--- config.mk ---
export PLATFORM = sky130hd
export DESIGN_NAME = lac_alarm_irq_top
export DESIGN_NICKNAME = d
export VERILOG_FILES = /design/src/hdl/lac_pkg.sv /design/src/hdl/lac_chan_if.sv /design/src/hdl/lac_chan_mon.sv /design/src/hdl/lac_seg_mem.sv /design/src/hdl/lac_alarm_irq_top.sv
export SDC_FILE = /design/constraint.sdc
export NUM_CORES = 1
export LEC_CHECK = 0
export BUFFER_PORTS_ARGS = -buffer_cell sky130_fd_sc_hd__buf_2
export CAP_MARGIN = 25
export CORE_MARGIN = 2
export CORE_UTILIZATION = 40
export DETAILED_ROUTE_END_ITERATION = 12
export PLACE_DENSITY = 0.66
export SYNTH_ARGS = -nofsm -noshare
export SYNTH_HDL_FRONTEND = slang
export SYNTH_SLANG_ARGS = --single-unit
--- constraint.sdc ---
create_clock -name sys_clk_i -period 2.65 [get_ports sys_clk_i]
set_input_delay 0.1325 -clock sys_clk_i [delete_from_list [all_inputs] [get_ports sys_clk_i]]
set_output_delay 0.1325 -clock sys_clk_i [all_outputs]
set_load 0.005 [all_outputs]
--- src/hdl/lac_pkg.sv ---
// constants and field layout for the channel alarm and interrupt status block
package lac_pkg;
  localparam int NUM_CH = 8;
  localparam int CH_BITS = 3;
  localparam int NUM_SEG = 8;
  localparam int SEG_BITS = 3;
  localparam int SEG_W = 7;

  // per-channel offsets, replicated at a stride of 0x10
  localparam logic [7:0] CH_STRIDE = 8'h10;
  localparam logic [3:0] OFF_IRQ_ENABLE = 4'h4;
  localparam logic [3:0] OFF_ALARM_DETECT = 4'h5;
  localparam logic [3:0] OFF_CHANGE_LATCH = 4'h6;
  localparam logic [3:0] OFF_SEG_FIRST = 4'h8;
  localparam logic [7:0] CH_SPACE_END = 8'h80;

  // global registers
  localparam logic [7:0] GIE_ADDR_DEFAULT = 8'he0;
  localparam int GIE_BIT = 0;
  localparam logic [7:0] OVF_SEL_ADDR = 8'h81;
  localparam int OVF_SEL_BIT = 7;

  // bit positions inside enable, detect and change registers, and the segment sign bit
  localparam int BIT_VIOLATION = 4;
  localparam int BIT_ALL_ONES = 2;
  localparam int BIT_LOSS = 1;
  localparam int BIT_PATTERN = 0;
  localparam int SEG_SIGN_BIT = 6;

  // index of each condition in the monitor's 4-bit vectors
  localparam int IDX_PATTERN = 0;
  localparam int IDX_LOSS = 1;
  localparam int IDX_ALL_ONES = 2;
  localparam int IDX_VIOLATION = 3;

  // writable bits of the enable register (bits 7 and 3 unused)
  localparam logic [7:0] IRQ_ENABLE_MASK = 8'h77;

  // values after reset, and the value read at unmapped addresses
  localparam logic [7:0] IRQ_ENABLE_RST = 8'h00;
  localparam logic [3:0] COND_RST = 4'h0;
  localparam logic [SEG_W-1:0] SEG_RST = 7'h00;
  localparam logic [7:0] RDATA_RST = 8'h00;
  localparam logic [7:0] UNMAPPED_READ = 8'h00;
endpackage

--- src/hdl/lac_chan_if.sv ---
// carrier between the top and each channel's alarm monitor
`timescale 1ns/1ps
`default_nettype none
interface lac_chan_if;
  logic [3:0] cond;
  logic [3:0] detect;
  logic [3:0] latch;
  logic clr;

  modport mon (
    input cond,
    input clr,
    output detect,
    output latch
  );

  modport top (
    output cond,
    output clr,
    input detect,
    input latch
  );
endinterface
`default_nettype wire

--- src/hdl/lac_chan_mon.sv ---
// one channel: live detection bits and their change-of-status latches
`timescale 1ns/1ps
`default_nettype none
module lac_chan_mon (
  input wire logic sys_clk_i, // system clock
  input wire logic sys_rst_i, // synchronous reset, high
  lac_chan_if.mon port        // conditions in, detect and latch out
);
  logic [3:0] detect_q;
  logic [3:0] detect_d;
  logic [3:0] latch_q;
  logic [3:0] latch_d;
  logic [3:0] changed;

  // detection follows the condition whatever the enables say
  assign detect_d = port.cond;
  assign changed = detect_d ^ detect_q;
  // a change in the clearing cycle survives the read
  assign latch_d = (port.clr ? lac_pkg::COND_RST : latch_q) | changed;

  always_ff @(posedge sys_clk_i) begin
    if (sys_rst_i) begin
      detect_q <= lac_pkg::COND_RST;
      latch_q <= lac_pkg::COND_RST;
    end else begin
      detect_q <= detect_d;
      latch_q <= latch_d;
    end
  end

  assign port.detect = detect_q;
  assign port.latch = latch_q;
endmodule
`default_nettype wire

--- src/hdl/lac_seg_mem.sv ---
// arbitrary pulse segment store, one write port and two registered read ports
`timescale 1ns/1ps
`default_nettype none
module lac_seg_mem (
  input wire logic sys_clk_i,                   // system clock
  input wire logic sys_rst_i,                   // synchronous reset, high
  input wire logic wr_en_i,                     // write strobe
  input wire logic [5:0] wr_addr_i,             // {channel, segment}
  input wire logic [lac_pkg::SEG_W-1:0] wr_data_i, // segment value
  input wire logic [5:0] a_addr_i,              // bus read address
  output logic [lac_pkg::SEG_W-1:0] a_data_o,   // bus read data
  input wire logic [5:0] b_addr_i,              // shaper read address
  output logic [lac_pkg::SEG_W-1:0] b_data_o    // shaper read data
);
  localparam int DEPTH = lac_pkg::NUM_CH * lac_pkg::NUM_SEG;

  logic [lac_pkg::SEG_W-1:0] mem_q [DEPTH];

  // reset clears every segment, so the store is flops rather than ram
  always_ff @(posedge sys_clk_i) begin
    if (sys_rst_i) begin
      for (int i = 0; i < DEPTH; i++) begin
        mem_q[i] <= lac_pkg::SEG_RST;
      end
      a_data_o <= lac_pkg::SEG_RST;
      b_data_o <= lac_pkg::SEG_RST;
    end else begin
      if (wr_en_i) begin
        mem_q[wr_addr_i] <= wr_data_i;
      end
      a_data_o <= mem_q[a_addr_i];
      b_data_o <= mem_q[b_addr_i];
    end
  end
endmodule
`default_nettype wire

--- src/hdl/lac_alarm_irq_top.sv ---
// eight-channel alarm reporting, change-of-status interrupt and pulse segments
//
// Behaviour
// - violation bit shows line violations, or counter overflow when overflow select set
// - violation bit is one after violation, bipolar violation or excessive zeros
// - all-ones alarm bit is one while all-ones receive signal is seen
// - live detection bits track conditions whatever the interrupt enables hold
// - loss-of-signal bit is one while receive loss of signal is present
// - pattern bit is one while the test pattern is locked
// - a condition interrupts only with its channel enable and global enable set
// - interrupt pin needs global enable besides the channel enable bits
// - change bit sets when its detection bit changes state
// - reading the change register clears its latched bits
// - any enabled change raises interrupt when global enable is one
// - arbitrary pulse is built from eight programmable segments per channel
// - first segment register holds the overshoot segment
// - four segments shape the pulse top, four the bottom
// - segment five holds the undershoot portion
// - segment bit 6 is sign: zero negative, one positive
// - enable bits mask at zero, permit at one, reset to zero
`timescale 1ns/1ps
`default_nettype none
module lac_alarm_irq_top #(
  parameter logic [7:0] GLOBAL_EN_ADDR = lac_pkg::GIE_ADDR_DEFAULT // global enable location
) (
  input wire logic sys_clk_i,                              // system clock, 250 MHz
  input wire logic sys_rst_i,                              // synchronous reset, high
  input wire logic [7:0] addr_i,                           // register address
  input wire logic [7:0] wdata_i,                          // write data
  input wire logic cs_i,                                   // chip select, high
  input wire logic wr_i,                                   // write strobe, high
  input wire logic rd_i,                                   // read strobe, high
  output logic [7:0] rdata_o,                              // read data
  output logic rvalid_o,                                   // read data valid pulse
  input wire logic [lac_pkg::NUM_CH-1:0] line_code_violation_i, // violation activity
  input wire logic [lac_pkg::NUM_CH-1:0] counter_overflow_i,    // violation counter overflow
  input wire logic [lac_pkg::NUM_CH-1:0] all_ones_alarm_i,      // all-ones receive signal
  input wire logic [lac_pkg::NUM_CH-1:0] receive_signal_loss_i, // receive loss of signal
  input wire logic [lac_pkg::NUM_CH-1:0] quasi_random_pattern_i, // test pattern lock
  input wire logic [lac_pkg::CH_BITS-1:0] seg_ch_i,        // shaper channel select
  input wire logic [lac_pkg::SEG_BITS-1:0] seg_idx_i,      // shaper segment, 0 is first
  output logic [lac_pkg::SEG_W-2:0] seg_magnitude_o,       // segment amplitude
  output logic seg_positive_o,                             // segment direction, 1 positive
  output logic irq_n_o                                     // interrupt pin, low active
);
  localparam int NC = lac_pkg::NUM_CH;

  // decode of a channel-space offset, used by the enable, detect and change registers (segments use hit_seg)
  function automatic logic chan_hit(input logic [7:0] a, input logic [3:0] off);
    chan_hit = (a < lac_pkg::CH_SPACE_END) && (a[3:0] == off);
  endfunction

  // map the monitor's condition order onto the register bit layout
  function automatic logic [7:0] place_bits(input logic [3:0] v);
    logic [7:0] r;
    r = 8'h00;
    r[lac_pkg::BIT_VIOLATION] = v[lac_pkg::IDX_VIOLATION];
    r[lac_pkg::BIT_ALL_ONES] = v[lac_pkg::IDX_ALL_ONES];
    r[lac_pkg::BIT_LOSS] = v[lac_pkg::IDX_LOSS];
    r[lac_pkg::BIT_PATTERN] = v[lac_pkg::IDX_PATTERN];
    place_bits = r;
  endfunction

  // pull the four monitored enables back out of the enable register
  function automatic logic [3:0] pick_bits(input logic [7:0] r);
    logic [3:0] v;
    v = 4'h0;
    v[lac_pkg::IDX_VIOLATION] = r[lac_pkg::BIT_VIOLATION];
    v[lac_pkg::IDX_ALL_ONES] = r[lac_pkg::BIT_ALL_ONES];
    v[lac_pkg::IDX_LOSS] = r[lac_pkg::BIT_LOSS];
    v[lac_pkg::IDX_PATTERN] = r[lac_pkg::BIT_PATTERN];
    pick_bits = v;
  endfunction

  // bus request decode
  wire wr_take = cs_i && wr_i;
  wire rd_take = cs_i && rd_i && !wr_i;
  wire [lac_pkg::CH_BITS-1:0] chan_sel = addr_i[6:4];
  wire hit_enable = chan_hit(addr_i, lac_pkg::OFF_IRQ_ENABLE);
  wire hit_detect = chan_hit(addr_i, lac_pkg::OFF_ALARM_DETECT);
  wire hit_latch = chan_hit(addr_i, lac_pkg::OFF_CHANGE_LATCH);
  // offsets 0x8..0xf of each channel hold segments one to eight
  wire hit_seg = (addr_i < lac_pkg::CH_SPACE_END) && addr_i[3];
  wire hit_gie = (addr_i == GLOBAL_EN_ADDR);
  wire hit_ovf = (addr_i == lac_pkg::OVF_SEL_ADDR);
  wire [5:0] seg_bus_addr = {chan_sel, addr_i[2:0]};

  // global controls
  logic global_irq_enable_q;
  logic ovf_select_q;

  // per-channel enable registers
  logic [7:0] irq_enable_q [NC];

  // monitor results gathered per channel
  logic [3:0] detect_w [NC];
  logic [3:0] latch_w [NC];
  logic [NC-1:0] chan_pending;

  // read pipeline
  logic [7:0] rd_stage_q;
  logic rd_mem_q;
  logic rd_busy_q;
  logic [7:0] rdata_q;
  logic rvalid_q;
  logic irq_n_q;
  logic [lac_pkg::SEG_W-1:0] seg_bus_data;
  logic [lac_pkg::SEG_W-1:0] seg_shaper_data;

  lac_chan_if ch_if [NC] ();

  genvar g;
  generate
    for (g = 0; g < NC; g++) begin : gen_ch
      wire sel_me = (chan_sel == (lac_pkg::CH_BITS)'(g));
      wire en_wr = wr_take && hit_enable && sel_me;
      wire [3:0] en_bits = pick_bits(irq_enable_q[g]);

      // violation source chosen by the global overflow select
      assign ch_if[g].cond[lac_pkg::IDX_VIOLATION] =
        ovf_select_q ? counter_overflow_i[g] : line_code_violation_i[g];
      assign ch_if[g].cond[lac_pkg::IDX_ALL_ONES] = all_ones_alarm_i[g];
      assign ch_if[g].cond[lac_pkg::IDX_LOSS] = receive_signal_loss_i[g];
      assign ch_if[g].cond[lac_pkg::IDX_PATTERN] = quasi_random_pattern_i[g];
      // clear lands on the same edge that samples the old value for the reply
      assign ch_if[g].clr = rd_take && hit_latch && sel_me;

      lac_chan_mon u_mon (
        .sys_clk_i(sys_clk_i),
        .sys_rst_i(sys_rst_i),
        .port(ch_if[g])
      );

      assign detect_w[g] = ch_if[g].detect;
      assign latch_w[g] = ch_if[g].latch;
      // latched change gated by its enable bit
      assign chan_pending[g] = |(latch_w[g] & en_bits);

      always_ff @(posedge sys_clk_i) begin
        if (sys_rst_i) begin
          irq_enable_q[g] <= lac_pkg::IRQ_ENABLE_RST;
        end else if (en_wr) begin
          irq_enable_q[g] <= wdata_i & lac_pkg::IRQ_ENABLE_MASK;
        end
      end
    end
  endgenerate

  // global enable and overflow select registers
  always_ff @(posedge sys_clk_i) begin
    if (sys_rst_i) begin
      global_irq_enable_q <= 1'b0;
      ovf_select_q <= 1'b0;
    end else if (wr_take) begin
      if (hit_gie) begin
        global_irq_enable_q <= wdata_i[lac_pkg::GIE_BIT];
      end
      if (hit_ovf) begin
        ovf_select_q <= wdata_i[lac_pkg::OVF_SEL_BIT];
      end
    end
  end

  // segment store: eight 7-bit segments per channel, bit 6 the sign
  lac_seg_mem u_seg (
    .sys_clk_i(sys_clk_i),
    .sys_rst_i(sys_rst_i),
    .wr_en_i(wr_take && hit_seg),
    .wr_addr_i(seg_bus_addr),
    .wr_data_i(wdata_i[lac_pkg::SEG_W-1:0]),
    .a_addr_i(seg_bus_addr),
    .a_data_o(seg_bus_data),
    .b_addr_i({seg_ch_i, seg_idx_i}),
    .b_data_o(seg_shaper_data)
  );

  // shaper sees sign and magnitude split out
  assign seg_positive_o = seg_shaper_data[lac_pkg::SEG_SIGN_BIT];
  assign seg_magnitude_o = seg_shaper_data[lac_pkg::SEG_W-2:0];

  // read value selection for everything outside the segment store
  logic [7:0] glob_word;
  logic [7:0] reg_word;
  always_comb begin
    glob_word = lac_pkg::UNMAPPED_READ;
    if (hit_gie) begin
      glob_word[lac_pkg::GIE_BIT] = global_irq_enable_q;
    end
    if (hit_ovf) begin
      glob_word[lac_pkg::OVF_SEL_BIT] = ovf_select_q;
    end
  end

  always_comb begin
    if (hit_enable) begin
      reg_word = irq_enable_q[chan_sel];
    end else if (hit_detect) begin
      reg_word = place_bits(detect_w[chan_sel]);
    end else if (hit_latch) begin
      reg_word = place_bits(latch_w[chan_sel]);
    end else begin
      reg_word = glob_word;
    end
  end

  // reads: sample at the request edge, reply one edge later
  // the segment store adds its own register stage, hence the two-step reply
  always_ff @(posedge sys_clk_i) begin
    if (sys_rst_i) begin
      rd_stage_q <= lac_pkg::RDATA_RST;
      rd_mem_q <= 1'b0;
      rd_busy_q <= 1'b0;
    end else begin
      rd_busy_q <= rd_take;
      if (rd_take) begin
        rd_stage_q <= reg_word;
        rd_mem_q <= hit_seg;
      end
    end
  end

  always_ff @(posedge sys_clk_i) begin
    if (sys_rst_i) begin
      rdata_q <= lac_pkg::RDATA_RST;
      rvalid_q <= 1'b0;
    end else begin
      rvalid_q <= rd_busy_q;
      if (rd_busy_q) begin
        // bit 7 of a segment word is unused and reads zero
        rdata_q <= rd_mem_q ? {1'b0, seg_bus_data} : rd_stage_q;
      end
    end
  end

  // interrupt pin: any enabled latch on any channel, qualified globally
  always_ff @(posedge sys_clk_i) begin
    if (sys_rst_i) begin
      irq_n_q <= 1'b1;
    end else begin
      irq_n_q <= !(global_irq_enable_q && (|chan_pending));
    end
  end

  assign rdata_o = rdata_q;
  assign rvalid_o = rvalid_q;
  assign irq_n_o = irq_n_q;
endmodule
`default_nettype wire

==> results.cfg <==
[sta]
max_freq_mhz = 396
final.period_utilization_pct = 95.4
timing_worst_slew_pin_value_ns = 0.921
report.final.slew_viol_count = 0
timing.slew.headroom_pct = 38.6
worst_clock_skew_ns = 0.0280
final_critical_path_setup_slack_ns = 0.122
setup_tns_ns = 0
rsz0062_at_grt = false
setup-violations-final = 0
hold_violation_total_from_the_final_report = 0
final.min_clock_period_ns = 2.53

[die]
chipHeight_um = 282
initial_core_util_pct = 40.5
floorplan.die.width_um = 282
floorplan.rows = 101
dieArea_um2 = 79500
coreArea_um2 = 76200
boundaryPins = 84

[job]
max_cap_violations = 0

[placed_design]
place.port_buffers = 83
dpl_worst_slack_ns = 0.0242
routabilityCongestion = 0.928
detailed_place.area_um2 = 33500
dp_hpwl_um = 66100

[setup_path]
cp_data_arrival_time_ns = 3.06
critPathMaxFanout = 2
worstSetupStartpoint = u_seg.mem_q[34][2]
timing.critical_path.to = u_seg.b_data_o[2]
worst_ep_required_time_ns = 3.19
timing.rr.end = u_seg.b_data_o[2]
rrSetupSlack_ns = 0.12
setup.worst_path.class = flip-flop to flip-flop
crit_path_start_kind = flip-flop
r2r-start = u_seg.mem_q[34][2]
number_of_cell_instances_on_the_worst_register_to_register_path = 5
timing.critical_path.to_type = flip-flop

[global_route]
globalRouteTotalUtil_pct = 23.8
grt_start_max_net_pins = 112
gr-total-overflow = 0
vias_in_the_first_global_route = 21026
antenna_found_initial = 1
first_pass_grt_wire_length_um = 139000

[layout]
syn2layout_area_growth_pct = 16.7
post_route_cells_drive_above_1_share_pct = 27.2
multi_input_area_um2 = 13100
finish.utilization_pct = 47.3
nFillCells = 6579
antennaDiodeCount = 0
highest_count_cells_in_the_layout_ignoring_fill_and_taps = edfxtp_1, and2_1, mux4_2
register_area_um2 = 16900
most_common_library_cell_in_the_layout_ignoring_fill_and_taps = edfxtp_1
finalNetCount = 2466
finalInstanceArea_um2 = 36000

[clocking]
path_clk_slew_ns = 0.07
worstSkewPairLatency_ns = 0.65
clockBufferDepth = 3
cts_tree = done
clock_sinks = 595
post_cts_resize_count = 0
h-tree-depth = 2
clockRootBuffer = clkbuf_16
cts-buffers-inserted = 61

[synth]
ys_async_sr_fraction_pct = 0
postSynthNetCount = 2270
synth_seq_area_share_pct = 54.6
synth.cell_area_um2 = 30900
postSynthRegisterBits = 595
synth_cells = 2203
synth_area_per_cell_um2 = 14.0
synth.distinct_cells = 52
synth_enable_flop_cells = 496
ys.warnings.count = 0
synth_ff_type = edfxtp_1

[detailed_routing]
detail_route.drc_violations = 0
drt-vias-per-instance = 6.00
detailroute.via_count = 20869
drt_pass1_iterations = 5
routed_len_inst_um = 27.1
antenna_violating_nets_post_route = 0
wl_um = 94200
drt_first_iter_violations = 2672

[outcome]
run_status = finished clean

[min_path]
hold_path.class = primary input to flip-flop
worst_hold_path_stage_count = 5

[power_and_ir_drop]
leakage_nw = 12.8
power-per-cell-area_nw_per_um2 = 623
irDropWorstVdd_v = 0.000558
## worst max-delay path, stage by stage, from the launching register on
cell and delay (ns):
edfxtp_1 0.49, mux4_2 0.55, mux4_2 0.52, a32oi_1 0.17, o211ai_1 0.11, dlygate4sd3_1 0.58
## per-layer routing
layer,up-vias,global-route usage (%),wire length (µm)
met5,-,0,0
met2,1310,38.4,44100
li1,8741,-,-
met4,0,8.80,3540
met3,201,4.94,9830
met1,10617,31.7,36700
## final cells by class
class | instances | share of cell area (%)
clock inverter | 37 | 0.979
clock buffer | 77 | 4.69
tap | 1030 | 3.58
timing repair buffer | 320 | 7.44
inverter | 4 | 0.0417
sequential | 595 | 46.8
multi-input combinational | 1417 | 36.5
## flip-flops by register name (all words and copies together) (netlist names)
| signal | count |
|---|---|
| gen_ch.u_mon.port.detect | 32 |
| gen_ch.u_mon.port.latch | 32 |
| global_irq_enable_q | 1 |
| irq_enable_q | 48 |
| irq_n_o | 1 |
| ovf_select_q | 1 |
| rd_busy_q | 1 |
| rd_mem_q | 1 |
| rd_stage_q | 7 |
| rdata_o | 8 |
| rvalid_o | 1 |
| u_seg.a_data_o | 7 |
| u_seg.b_data_o | 7 |
| u_seg.mem_q | 448 |
## Yosys cell counts (33+ instances only)
cell type  instances  area (µm²)
dfxtp_1           99        1980
and2_1           467        2920
edfxtp_1         496       14900
nor3_1            36         180
clkbuf_1          98         368
nor2_1           126         473
mux2i_1           96         961
a21oi_1           43         215
buf_2             45         225
nand2_1           36         135
o21ai_0           73         365
mux4_2           265        5970
nand3_1           33         165
## per-stage QoR
| stage | power, mW | cells | hold slack (ns) |
|---|---|---|---|
| finish | 22.4 | 3480 | 0.0214 |
| floorplan | 12.6 | 2203 | 0.261 |
| CTS | 22.5 | 3479 | 0.00148 |
| detailed placement | 13.7 | 3315 | 0.377 |
| global placement | 13.6 | 3315 | 0.373 |
| global route | 23.1 | 3480 | 0.0319 |
## what timing repair did
item                      4_1_cts  5_1_grt
hold buffers                   50        0
hold endpoints to repair       75        0
setup buffers                   0        0
## how the worst min path moves through the flow
stage | startpoint | endpoint | slack [ns]
2_1_floorplan | quasi_random_pattern_i[0] | gen_ch[0].u_mon.port.detect[0] | 0.26
3_3_place_gp | wdata_i[7] | ovf_select_q | 0.37
3_5_place_dp | receive_signal_loss_i[0] | gen_ch[0].u_mon.port.detect[1] | 0.38
4_1_cts | addr_i[7] | rd_mem_q | 0.001
5_1_grt | counter_overflow_i[1] | gen_ch[1].u_mon.port.latch[3] | 0.03
6_report | counter_overflow_i[2] | gen_ch[2].u_mon.port.latch[3] | 0.02
## power by group
part	switching [mW]	internal (mW)	total [mW]
clock	3.81	5.01	8.82
combinational	1.40	1.23	2.63
sequential	0.382	10.6	11.0
## logic make-up after synthesis
family                 Yosys count  synth area share (%)
buffers and inverters          191                  2.83
multiplexers                   363                  22.5
AO/OA/AOI/OAI                  193                  3.81
XOR/XNOR                        32                 0.907
flip-flops                     595                  54.6
AND/OR/NAND/NOR                829                  15.3
(Power assumes the default switching activity.)
